### config.mk
export PLATFORM = sky130hd
export DESIGN_NAME = arc_adc_ref_cal
export DESIGN_NICKNAME = d
export VERILOG_FILES = /design/src/hw/arc_pkg.sv /design/src/hw/arc_avmm_port.sv /design/src/hw/arc_cal_accum.sv /design/src/hw/arc_adc_ref_cal.sv
export SDC_FILE = /design/constraint.sdc
export NUM_CORES = 1
export LEC_CHECK = 0
export ABC_CLOCK_PERIOD_IN_PS = 10000
export BUFFER_PORTS_ARGS = -buffer_cell sky130_fd_sc_hd__buf_4
export CAP_MARGIN = 15
export CORE_UTILIZATION = 54
export DETAILED_ROUTE_END_ITERATION = 10
export GPL_ROUTABILITY_DRIVEN = 0
export PLACE_DENSITY = 0.78
export SYNTH_ARGS = -nofsm -noshare
export SYNTH_HDL_FRONTEND = slang
export SYNTH_SLANG_ARGS = --single-unit
export TNS_END_PERCENT = 50
### constraint.sdc
create_clock -name clk_sys -period 10 [get_ports clk_sys]
set_input_delay 1.5 -clock clk_sys [delete_from_list [all_inputs] [get_ports clk_sys]]
set_output_delay 1.5 -clock clk_sys [all_outputs]
set_load 0.01 [all_outputs]
### src/hw/arc_pkg.sv
// Shared constants for the converter reference calibration block.
// Assumes a single 50 MHz system clock and byte-addressed register access.
`default_nettype none
package arc_pkg;
  // Clock and update timing
  localparam int CLK_MHZ = 50;
  localparam int UPDATE_PERIOD_US = 1000;
  localparam int UPDATE_CYCLES = UPDATE_PERIOD_US * CLK_MHZ;
  // Widths
  localparam int ACC_W = 24;
  localparam int DAC_W = 5;
  localparam int ADC_W = 3;
  localparam int RSSI_W = 6;
  localparam int REG_W = 8;
  localparam int ADDR_W = 8;
  localparam int BUS_W = 32;
  localparam int BE_W = 4;
  localparam int TADDR_W = 5;
  // Register byte offsets; the two low address bits are ignored
  localparam logic [7:0] OFS_MODE = 8'h08;
  localparam logic [7:0] OFS_INC = 8'h0c;
  localparam logic [7:0] OFS_DEC = 8'h10;
  localparam logic [7:0] OFS_TADDR = 8'h70;
  localparam logic [7:0] OFS_TMON = 8'h74;
  // Fields and reset values
  localparam int MODE_LSB = 3;
  localparam logic [7:0] RST_MODE = 8'h00;
  localparam logic [7:0] RST_INC = 8'h02;
  localparam logic [7:0] RST_DEC = 8'hff;
  localparam logic [4:0] RST_TADDR = 5'h00;
  // Converter full-scale codes, both polarities
  localparam logic [2:0] ADC_FS_LO = 3'h0;
  localparam logic [2:0] ADC_FS_HI = 3'h7;
  // Test bus modes
  localparam logic [4:0] TM_RSSI = 5'h03;
  localparam logic [4:0] TM_ADCAL = 5'h0c;
  localparam logic [4:0] TM_IQ = 5'h15;
  localparam logic [4:0] TM_ACC_LO = 5'h19;
  localparam logic [4:0] TM_ACC_HI = 5'h1a;
  localparam int ACC_HI_LSB = 9;
  // Calibration modes
  typedef enum logic [1:0] {
    ARC_OFF_A = 2'b00,
    ARC_OFF_B = 2'b01,
    ARC_TRACK = 2'b10,
    ARC_RXEN = 2'b11
  } arc_mode_t;
endpackage : arc_pkg
`default_nettype wire

### src/hw/arc_avmm_port.sv
// Avalon-MM slave handshake for the calibration registers.
// Assumes the master holds a request until it sees waitrequest low.
`timescale 1ns/10ps
`default_nettype none
module arc_avmm_port (
  // Clock and reset
  input wire logic clk_sys,
  input wire logic rst,
  // Avalon-MM slave
  input wire logic read,
  input wire logic write,
  output logic waitrequest,
  output logic [arc_pkg::BUS_W-1:0] readdata,
  // Register file side
  input wire logic [arc_pkg::REG_W-1:0] rd_value,
  output logic wr_stb
);
  import arc_pkg::*;

  typedef struct packed {
    logic ack;
    logic [REG_W-1:0] rdata;
  } arc_port_t;

  arc_port_t st_r;
  arc_port_t st_nxt;

  // One wait cycle per request; read data is captured in that wait cycle
  always_comb begin
    st_nxt = st_r;
    st_nxt.ack = (read | write) & ~st_r.ack;
    if ((read | write) & ~st_r.ack) begin
      st_nxt.rdata = read ? rd_value : '0;
    end
  end

  always_ff @(posedge clk_sys) begin
    if (rst) begin
      st_r <= '0;
    end else begin
      st_r <= st_nxt;
    end
  end

  // Handshake outputs
  assign waitrequest = (read | write) & ~st_r.ack;
  assign wr_stb = write & st_r.ack;
  assign readdata = {{(BUS_W - REG_W){1'b0}}, st_r.rdata};
endmodule : arc_avmm_port
`default_nettype wire

### src/hw/arc_cal_accum.sv
// Saturating calibration accumulator with mid-scale preset.
// Assumes step_en is a single-cycle strobe per converter sample.
`timescale 1ns/10ps
`default_nettype none
module arc_cal_accum #(
  parameter int ACC_W = arc_pkg::ACC_W
) (
  // Clock and reset
  input wire logic clk_sys,
  input wire logic rst,
  // Control
  input wire logic preset,
  input wire logic step_en,
  input wire logic full_scale,
  input wire logic [arc_pkg::REG_W-1:0] inc_step,
  input wire logic [arc_pkg::REG_W-1:0] dec_step,
  // Result
  output logic [ACC_W-1:0] acc
);
  import arc_pkg::*;

  localparam logic [ACC_W-1:0] MID = {1'b1, {(ACC_W - 1){1'b0}}};
  localparam logic [ACC_W-1:0] MAX = '1;

  if (ACC_W <= REG_W) begin : g_bad_width
    $error("Accumulator must be wider than the step registers");
  end

  typedef struct packed {
    logic [ACC_W-1:0] acc;
  } arc_acc_t;

  arc_acc_t st_r;
  arc_acc_t st_nxt;
  logic signed [ACC_W+1:0] delta;
  logic signed [ACC_W+1:0] sum;

  always_comb begin
    st_nxt = st_r;
    delta = full_scale ? $signed({{(ACC_W - REG_W + 2){1'b0}}, inc_step})
                       : $signed({{(ACC_W - REG_W + 2){dec_step[REG_W-1]}}, dec_step});
    sum = $signed({2'b00, st_r.acc}) + delta;
    if (preset) begin
      st_nxt.acc = MID;
    end else if (step_en) begin
      if (sum < 0) begin
        st_nxt.acc = '0;
      end else if (sum > $signed({2'b00, MAX})) begin
        st_nxt.acc = MAX;
      end else begin
        st_nxt.acc = sum[ACC_W-1:0];
      end
    end
  end

  always_ff @(posedge clk_sys) begin
    if (rst) begin
      st_r <= '{acc: MID};
    end else begin
      st_r <= st_nxt;
    end
  end

  assign acc = st_r.acc;
endmodule : arc_cal_accum
`default_nettype wire

### src/hw/arc_adc_ref_cal.sv
// Converter reference calibration loop with its registers and test bus.
// Assumes converter and signal-strength samples arrive as strobes synchronous to clk_sys.
`timescale 1ns/10ps
`default_nettype none
module arc_adc_ref_cal #(
  parameter int UPDATE_CYCLES_P = arc_pkg::UPDATE_CYCLES
) (
  // Clock and reset
  input wire logic clk_sys,
  input wire logic rst,
  // Avalon-MM register slave
  input wire logic [arc_pkg::ADDR_W-1:0] address,
  input wire logic read,
  input wire logic write,
  input wire logic [arc_pkg::BUS_W-1:0] writedata,
  input wire logic [arc_pkg::BE_W-1:0] byteenable,
  output logic [arc_pkg::BUS_W-1:0] readdata,
  output logic waitrequest,
  // Converter samples
  input wire logic adc_sample_stb,
  input wire logic [arc_pkg::ADC_W-1:0] adc_i,
  input wire logic [arc_pkg::ADC_W-1:0] adc_q,
  // Receiver status
  input wire logic rx_tracking,
  input wire logic receive_enable_input,
  // Signal strength converter
  input wire logic rssi_stb,
  input wire logic [arc_pkg::RSSI_W-1:0] rssi_adc,
  // Outputs
  output logic [arc_pkg::DAC_W-1:0] ref_adjust_dac,
  output logic cal_active,
  output logic [arc_pkg::RSSI_W-1:0] channel_clear_assessment_rssi,
  output logic [arc_pkg::REG_W-1:0] test_bus
);
  import arc_pkg::*;

  localparam int CNT_W = $clog2(UPDATE_CYCLES_P);
  localparam logic [CNT_W-1:0] CNT_LAST = CNT_W'(UPDATE_CYCLES_P - 1);
  localparam logic [DAC_W-1:0] DAC_MID = {1'b1, {(DAC_W - 1){1'b0}}};

  // Refuse update periods the counter cannot serve
  if (UPDATE_CYCLES_P < 2) begin : g_bad_period
    $error("Update period must be at least two cycles");
  end

  typedef struct packed {
    logic [REG_W-1:0] cal_mode_config_reg;
    logic [REG_W-1:0] cal_increment_reg;
    logic [REG_W-1:0] cal_decrement_step;
    logic [TADDR_W-1:0] test_addr;
    logic [CNT_W-1:0] tick_cnt;
    logic [DAC_W-1:0] dac;
    logic [RSSI_W-1:0] rssi;
    logic active;
    logic [REG_W-1:0] test;
  } arc_state_t;

  arc_state_t st_r;
  arc_state_t st_nxt;
  arc_mode_t mode;
  logic preset;
  logic run;
  logic full_scale;
  logic step_en;
  logic tick;
  logic wr_stb;
  logic [REG_W-1:0] rd_value;
  logic [ACC_W-1:0] acc;

  // Address match with the two low address bits ignored
  function automatic logic reg_hit(input logic [ADDR_W-1:0] a, input logic [7:0] ofs);
    reg_hit = (a[ADDR_W-1:2] == ofs[ADDR_W-1:2]);
  endfunction : reg_hit

  // Saturation at either end of the converter range
  function automatic logic at_full_scale(input logic [ADC_W-1:0] code);
    at_full_scale = (code == ADC_FS_LO) || (code == ADC_FS_HI);
  endfunction : at_full_scale

  // Bus handshake and read data capture
  arc_avmm_port u_port (
    .clk_sys(clk_sys),
    .rst(rst),
    .read(read),
    .write(write),
    .waitrequest(waitrequest),
    .readdata(readdata),
    .rd_value(rd_value),
    .wr_stb(wr_stb)
  );

  // Mode decode from the configuration register
  always_comb begin
    mode = arc_mode_t'(st_r.cal_mode_config_reg[MODE_LSB+1:MODE_LSB]);
    case (mode)
      ARC_TRACK: run = rx_tracking;
      ARC_RXEN: run = receive_enable_input;
      ARC_OFF_A: run = 1'b0;
      ARC_OFF_B: run = 1'b0;
      default: run = 1'b0;
    endcase
    preset = ~st_r.cal_mode_config_reg[MODE_LSB+1];
  end

  assign full_scale = at_full_scale(adc_i) | at_full_scale(adc_q);
  assign step_en = run & adc_sample_stb;
  assign tick = (st_r.tick_cnt == CNT_LAST);

  // The accumulator is kept apart so its saturation is easy to verify alone
  arc_cal_accum #(
    .ACC_W(ACC_W)
  ) u_accum (
    .clk_sys(clk_sys),
    .rst(rst),
    .preset(preset),
    .step_en(step_en),
    .full_scale(full_scale),
    .inc_step(st_r.cal_increment_reg),
    .dec_step(st_r.cal_decrement_step),
    .acc(acc)
  );

  // Register read mux; unmapped offsets read zero
  always_comb begin
    if (reg_hit(address, OFS_MODE)) begin
      rd_value = st_r.cal_mode_config_reg;
    end else if (reg_hit(address, OFS_INC)) begin
      rd_value = st_r.cal_increment_reg;
    end else if (reg_hit(address, OFS_DEC)) begin
      rd_value = st_r.cal_decrement_step;
    end else if (reg_hit(address, OFS_TADDR)) begin
      rd_value = {{(REG_W - TADDR_W){1'b0}}, st_r.test_addr};
    end else if (reg_hit(address, OFS_TMON)) begin
      rd_value = st_r.test;
    end else begin
      rd_value = '0;
    end
  end

  // Next state of the control and output registers
  always_comb begin
    st_nxt = st_r;
    // Writes on low byte lane only
    if (wr_stb && byteenable[0]) begin
      if (reg_hit(address, OFS_MODE)) begin
        st_nxt.cal_mode_config_reg = writedata[REG_W-1:0];
      end
      if (reg_hit(address, OFS_INC)) begin
        st_nxt.cal_increment_reg = writedata[REG_W-1:0];
      end
      if (reg_hit(address, OFS_DEC)) begin
        st_nxt.cal_decrement_step = writedata[REG_W-1:0];
      end
      if (reg_hit(address, OFS_TADDR)) begin
        st_nxt.test_addr = writedata[TADDR_W-1:0];
      end
    end
    st_nxt.tick_cnt = tick ? '0 : st_r.tick_cnt + 1'b1;
    if (preset) begin
      st_nxt.dac = DAC_MID;
    end else if (tick) begin
      st_nxt.dac = acc[ACC_W-1 -: DAC_W];
    end
    if (rssi_stb) begin
      st_nxt.rssi = rssi_adc;
    end
    st_nxt.active = run;
    // Test bus view; one cycle behind the state it shows
    case (st_r.test_addr)
      TM_RSSI: st_nxt.test = {2'b00, st_r.rssi};
      TM_ADCAL: st_nxt.test = {st_r.active, 1'b0, preset, st_r.dac};
      TM_IQ: st_nxt.test = {2'b00, adc_i, adc_q};
      TM_ACC_LO: st_nxt.test = acc[REG_W-1:0];
      TM_ACC_HI: st_nxt.test = acc[ACC_HI_LSB +: REG_W];
      default: st_nxt.test = '0;
    endcase
  end

  // State register; off mode and suggested steps after reset
  always_ff @(posedge clk_sys) begin
    if (rst) begin
      st_r <= '{cal_mode_config_reg: RST_MODE, cal_increment_reg: RST_INC,
                cal_decrement_step: RST_DEC, test_addr: RST_TADDR, tick_cnt: '0,
                dac: DAC_MID, rssi: '0, active: 1'b0, test: '0};
    end else begin
      st_r <= st_nxt;
    end
  end

  // Registered outputs
  assign ref_adjust_dac = st_r.dac;
  assign cal_active = st_r.active;
  assign channel_clear_assessment_rssi = st_r.rssi;
  assign test_bus = st_r.test;
endmodule : arc_adc_ref_cal
`default_nettype wire

==> results of run 1 <==
## placed cells by master (no fill, tap or decap), drive strengths merged, types with 6 or more instances in the layout
master	synthesis	routed
inv	22	26
dfxtp	98	98
o211ai	6	6
buf	57	67
clkbuf	34	9
xor2	10	10
a31oi	10	10
o21bai	7	7
nor3	17	17
conb	1	24
ha	11	11
o21ai	33	33
nand4	7	7
and2	6	6
nand3b	9	9
mux2i	37	37
nor2	96	96
nand2	67	67
nand3	28	28
xnor2	10	10
nor4	8	8
and3	17	17
a221oi	6	6
a21oi	35	35
mux2	11	11
a22oi	13	13
## stage by stage
step                      area [um^2]  setup WS, ns  instances   util  total power [mW]
after detailed placement         6130          4.06        871  0.586             0.488
after global placement           6130          4.08        871  0.586             0.485
final                            6350          4.32        887  0.607             0.768
after floorplan                  6010          4.91        759      -             0.469
after CTS                        6350          4.41        887  0.607             0.768
after global routing             6350          4.16        887  0.607             0.793
## cell usage after synthesis, types with 10 or more instances
cell type,instances,area share
a21oi_1,35,0.030
a22oi_1,13,0.016
a31oi_1,10,0.011
and3_1,17,0.018
buf_4,51,0.065
clkbuf_1,34,0.022
dfxtp_1,98,0.33
ha_1,11,0.023
inv_1,21,0.013
mux2_2,11,0.021
mux2i_1,37,0.063
nand2_1,66,0.042
nand3_1,27,0.023
nor2_1,96,0.061
nor3_1,16,0.014
o21ai_0,33,0.028
xnor2_1,10,0.015
xor2_1,10,0.015
## path summary, 6_finish.rpt
| check | startpoint | to | depth (start not counted) |
|---|---|---|---|
| max | adc_q[0] | u_accum.acc[22] | 15 |
| min | st_r[20] | st_r[20] | 1 |
| max reg2reg | st_r[48] | u_accum.acc[22] | 10 |
| min reg2reg | st_r[20] | st_r[20] | 1 |
## worst max-delay path, delay by kind of cell
family / cells / cell delay (ns)
AO/OA/AOI/OAI: 5 / 1.94
AND/OR/NAND/NOR: 5 / 1.20
multiplexers: 2 / 0.48
buffers and inverters: 2 / 0.47
adder cells (fa/ha/maj): 1 / 0.35
## per-layer routing
| layer | track usage | routed length (um) | up-vias |
|---|---|---|---|
| li1 | - | - | 2574 |
| met1 | 0.355 | 6660 | 2552 |
| met2 | 0.464 | 7280 | 272 |
| met3 | 0.0523 | 1220 | 43 |
| met4 | 0.0988 | 433 | 0 |
| met5 | 0 | 0 | - |
## power by group
group | total (mW) | internal [mW] | switching [mW]
logic | 0.0847 | 0.0348 | 0.0499
registers | 0.396 | 0.393 | 0.00301
clock network | 0.287 | 0.124 | 0.163
total | 0.768 | 0.552 | 0.216
## registers in the layout, summed over array words and instances (netlist names)
register	cells
cal_active	1
channel_clear_assessment_rssi	6
mode	2
ref_adjust_dac	5
st_r	43
test_bus	8
u_accum.acc	24
u_port.readdata	8
u_port.st_r	1
## area by class of cell
class / instances / area (um^2) / area share
Timing Repair Buffer: 67 / 503 / 0.0792
Sequential cell: 98 / 1960 / 0.309
Clock inverter: 7 / 96.3 / 0.0152
Multi-Input combinational cell: 548 / 3410 / 0.537
Inverter: 22 / 82.6 / 0.0130
Clock buffer: 9 / 124 / 0.0195
Tap cell: 136 / 170 / 0.0268
## cell families after synthesis
family | synth area share
AND/OR/NAND/NOR | 0.239
flip-flops | 0.331
XOR/XNOR | 0.0296
adder cells (fa/ha/maj) | 0.0266
other | 0.000633
AO/OA/AOI/OAI | 0.181
multiplexers | 0.0834
buffers and inverters | 0.108
==> summary.md, run 1 <==
| Metric | Value |
|---|---|
| Outcome | `completed` |
| Port bufs | `63` |
| Die Y | `107 um` |
| First-pass GRT wire length | `25,000 um` |
| Wirelength per Cell | `17.6 um` |
| Final number of hold-violating endpoints | `0` |
| Drt drc | `0` |
| # hold bufs at CTS | `0` |
| Final Cycle Share | `0.568` |
| TritonCTS Buffers | `9` |
| Post-layout min period | `5.68 ns` |
| Mean post-synth cell area | `8.05 um^2` |
| Post-synthesis cell area | `0.00593 mm^2` |
| Critical Path Fanout Max | `16` |
| DRT Pass-1 Iters | `6` |
| Hold Path Class | `flip-flop to flip-flop` |
| Number of global-route vias before repair | `5,020` |
| Post-CTS sizing | `0` |
| Clk Tree Root Cell | `clkbuf_8` |
| Die ar. | `0.0114 mm^2` |
| # setup viols final | `0` |
| FMAX | `0.176 GHz` |
| Detailed router's first-iteration violation count | `385` |
| Lkg Pwr | `2.56 nW` |
| CTS clk-pin slew, worst paths | `0.11 ns` |
| H-tree levels | `3` |
| Max Buffers Root-to-Sink | `2` |
| Async SR Flop Fraction | `0` |
| Synth cell types | `70` |
| CP Capture Type | `flip-flop` |
| Die W | `107 um` |
| Hold slack final | `0.464 ns` |
| WP data arrival | `5.96 ns` |
| Routed wire length | `15,600 um` |
| Initial antenna violation count | `0` |
| WS Path Type | `input port to flip-flop` |
| Tot GR Track Use | `0.277` |
| Clock latency on the worst-skew pair | `0.39 ns` |
| Via density | `6.13` |
| Initial Util | `0.566` |
| Buffer count from post-CTS setup fixing | `0` |
| Routed vias | `5,441` |
| Grt ovf | `0` |
| CP max-delay cell | `a211oi_1` |
| Clock Skews | `0.0195 ns` |
| Fin nets | `822` |
| Max rail drop VDD | `0.0662 mV` |
| Slew at the pin closest to its max-slew limit | `1.16 ns` |
| Startpoint class of the critical path | `input port` |
| Post-synth EDFFs | `0` |
| RSZ-0062 raised after global routing | `false` |
| Cell breakdown of the critical path | `buf_4 > or3_1 > and2_4 > nand2_1 > mux2_2 > ha_1 > a2111oi_0 > o21ai_0 > a211oi_1 > nor4_1 > o2bb2ai_1 > buf_4 > nand2_1 > mux2i_1 > a221o_1` |
| Inserted Diodes | `0` |
| Layout area overhead | `7.12%` |
| Synth Instances | `736` |
| Synth Register Bits | `98` |
| Row count | `37` |
| Ys flop type | `dfxtp_1` |
| Slew headroom | `0.227` |
| Reg2Reg Setup Slack | `6.04 ns` |
| Slew Limit Fails | `0` |
| Yosys warns | `0` |
| Max cap viols | `0` |
| CORE AREA | `0.0105 mm^2` |
| Antenna-violating nets left | `0` |
| Setup TNS | `0 ns` |
| Clk sink count | `98` |
| Final HPWL DP | `11,300 um` |
| Largest net degree at the start of global routing | `49` |
| CTS tree | `yes` |
| # IOs | `117` |
| Critical Path RT | `10.28 ns` |
| Layout cell share with drive strength beyond 1 | `0.138` |
| # fillers | `966` |
| Worst path max stage delay | `0.60 ns` |
| Pwr Density | `121 mW/mm^2` |
| Seq/Total Area, Yosys | `0.331` |
(Power assumes the default switching activity.)
==> inputs of run 2 (changes only) <==
--- a/config.mk
+++ b/config.mk
@@ -5,10 +5,10 @@
 export SDC_FILE = /design/constraint.sdc
 export NUM_CORES = 1
 export LEC_CHECK = 0
-export ABC_CLOCK_PERIOD_IN_PS = 10000
+export ABC_CLOCK_PERIOD_IN_PS = 5100
 export BUFFER_PORTS_ARGS = -buffer_cell sky130_fd_sc_hd__buf_4
 export CAP_MARGIN = 15
-export CORE_UTILIZATION = 54
+export CORE_UTILIZATION = 51
 export DETAILED_ROUTE_END_ITERATION = 10
 export GPL_ROUTABILITY_DRIVEN = 0
 export PLACE_DENSITY = 0.78
==> constraint.sdc (replaced) <==
create_clock -name clk_sys -period 5.1 [get_ports clk_sys]
set_input_delay 0.765 -clock clk_sys [delete_from_list [all_inputs] [get_ports clk_sys]]
set_output_delay 0.765 -clock clk_sys [all_outputs]
set_load 0.01 [all_outputs]
==> run 2 against run 1 <==
Routed wire length grew 1.7%. Combinational power grew 98%. Die area grew 5.8%. Highest routed layer unchanged. Critical endpoint is now u_accum.acc[20]. Clock skew shrank 0.011 ns. Register-to-register slack lost 4.3 ns. Final area grew 1.9%. Power grew 110%. First-iteration DRC count grew 64%. Sequential share of layout area shrank 0.58 points.
==> summary.md, run 2 (synthesis gave the netlist of run 1 again) <==
| Metric | Value |
|---|---|
| # hold bufs at CTS | `0 (unchanged)` |
| Layout cell share with drive strength beyond 1 | `0.143 (+0.00438)` |
| Worst path most repeated cell | `o21bai_1` |
| Lkg Pwr | `2.62 nW (+2.4%)` |
| Fin nets | `827 (+0.61%)` |
| Port bufs | `63 (unchanged)` |
| Detailed router's first-iteration violation count | `633 (+64%)` |
| CP Buf/Inv Count | `1 (-1)` |
| WP data arrival | `4.82 ns (-1.14 ns)` |
| Largest net degree at the start of global routing | `49 (unchanged)` |
| Post-layout min period | `4.57 ns` |
| Final HPWL DP | `11,600 um (+2.1%)` |
| Worst path max stage delay | `0.42 ns (-0.18 ns)` |
| H-tree levels | `3 (unchanged)` |
| Post-CTS sizing | `0 (unchanged)` |
| Grt ovf | `0 (unchanged)` |
| Wirelength per Cell | `17.7 um (+0.63%)` |
| Slew headroom | `0.265 (+0.0382)` |
| CTS tree | `yes` |
| Via density | `6.19 (+0.92%)` |
| Routed vias | `5,547 (+1.9%)` |
| CTS clk-pin slew, worst paths | `0.07 ns (-0.04 ns)` |
| Buffer count from post-CTS setup fixing | `0 (unchanged)` |
| Row count | `38 (+2.7%)` |
| Number of global-route vias before repair | `5,124 (+2.1%)` |
| CP max-delay cell | `mux2_2` |
| Final number of hold-violating endpoints | `0 (unchanged)` |
| Final Cycle Share | `0.897` |
| TritonCTS Buffers | `9 (unchanged)` |
| Antenna-violating nets left | `0 (unchanged)` |
| Layout area overhead | `9.16%` |
| Final core occ | `0.584 (-0.0228)` |
| Max cap viols | `0 (unchanged)` |
| Initial Util | `0.535 (-0.0315)` |
| CORE AREA | `0.0111 mm^2 (+5.9%)` |
| Reg with most FFs | `st_r` |
| FMAX | `0.219 GHz` |
| Die ar. | `0.0121 mm^2 (+5.8%)` |
| Setup TNS | `0 ns (unchanged)` |
| Hold Path Class | `flip-flop to flip-flop` |
| RSZ-0062 raised after global routing | `false` |
| CP Capture Type | `flip-flop` |
| Largest register FFs | `43 (unchanged)` |
| Slew at the pin closest to its max-slew limit | `1.09 ns (-0.0658 ns)` |
| Drt drc | `0 (unchanged)` |
| Clk Tree Root Cell | `clkbuf_16` |
| Worst path top cell family by delay | `compound AO/OA/AOI/OAI gates` |
| Slew Limit Fails | `0 (unchanged)` |
| Pwr Density | `255 mW/mm^2 (+110%)` |
| # setup viols final | `0 (unchanged)` |
| Clock Skews | `0.00882 ns (-0.0107 ns)` |
| # IOs | `117 (unchanged)` |
| Hold slack final | `0.471 ns (+0.00710 ns)` |
| Max rail drop VDD | `0.139 mV (+110%)` |
| Most frequent cells in the layout | `dfxtp_1 (98), nor2_1 (96), buf_4 (71)` |
| First-pass GRT wire length | `25,500 um (+2.4%)` |
| Clk sink count | `98 (unchanged)` |
| Inserted Diodes | `0 (unchanged)` |
| Max Buffers Root-to-Sink | `2 (unchanged)` |
| Initial antenna violation count | `0 (unchanged)` |
| Clock latency on the worst-skew pair | `0.36 ns (-0.03 ns)` |
| Commonest non-fill, non-tap cell in the layout | `dfxtp_1` |
| Die W | `110 um (+2.8%)` |
| DRT Pass-1 Iters | `5 (-1)` |
| Tot GR Track Use | `0.276 (-0.00145)` |
| Cell breakdown of the critical path | `buf_4 > or3_1 > and2_4 > nand2_1 > mux2_2 > ha_1 > a21oi_1 > a211oi_1 > o21bai_1 > o31a_1 > o41ai_4 > nand2_4 > o21bai_1 > a22o_1` |
| Routed wire length | `15,900 um (+1.7%)` |
| Startpoint class of the critical path | `input port` |
| WS Path Type | `input port to flip-flop` |
| Critical Path Fanout Max | `24 (+8)` |
| Outcome | `completed` |
| Critical Path RT | `5.35 ns (-4.93 ns)` |
| Die Y | `110 um (+2.8%)` |
[run 2: cell types whose count changed in the layout (fill, tap and decap cells not counted), moves of 2 or more]
| cell | before | now |
|---|---|---|
| clkbuf_16 | 0 | 9 |
| clkbuf_8 | 9 | 0 |
| buf_4 | 67 | 71 |
| inv_8 | 3 | 1 |
[run 2: power by group]
| group | total [mW] | internal, mW | switching, mW |
|---|---|---|---|
| combinational | 0.168 | 0.0692 | 0.0983 |
| sequential | 0.776 | 0.771 | 0.00573 |
| clock | 0.705 | 0.388 | 0.317 |
[run 2: metal layers]
layer	track usage	share of wire
met1	0.358	0.42
met2	0.443	0.46
met3	0.0557	0.092
met4	0.116	0.028
met5	0	0
[run 2: final timing paths]
kind | start | to | slack, ns | cells after the start
worst min register to register | st_r[20] | st_r[20] | 0.47 | 1
worst max register to register | st_r[41] | u_accum.acc[20] | 1.78 | 11
worst max-delay path | adc_q[0] | u_accum.acc[20] | 0.53 | 14
worst min-delay path | st_r[20] | st_r[20] | 0.47 | 1
[run 2: final cells by class]
class,count,area [um^2]
fill,972,4610
tap,140,175
clock inverter,6,72.6
inverter,22,82.6
clock buffer,10,229
multi-input combinational,548,3410
timing repair buffer,72,538
sequential,98,1960
[run 2: worst reg2reg max path, cell delays in order (launching register included)]
cell      delay (ns)
dfxtp_1         0.37
mux2_2          0.18
ha_1            0.20
fa_1            0.24
nand3_1         0.11
a211oi_1        0.38
o21bai_1        0.23
o31a_1          0.38
o41ai_4         0.37
nand2_4         0.26
o21bai_1        0.25
a22o_1          0.23
[run 2: stage by stage]
step                      setup slack, ns  instance area, um^2  cells  power (mW)
after floorplan                     0.740                 6010    759       0.920
after global placement              0.325                 6160    879       0.952
after detailed placement            0.280                 6160    879       0.958
after CTS                           0.634                 6460    895        1.65
after global routing                0.339                 6470    896        1.70
final                               0.526                 6470    896        1.65
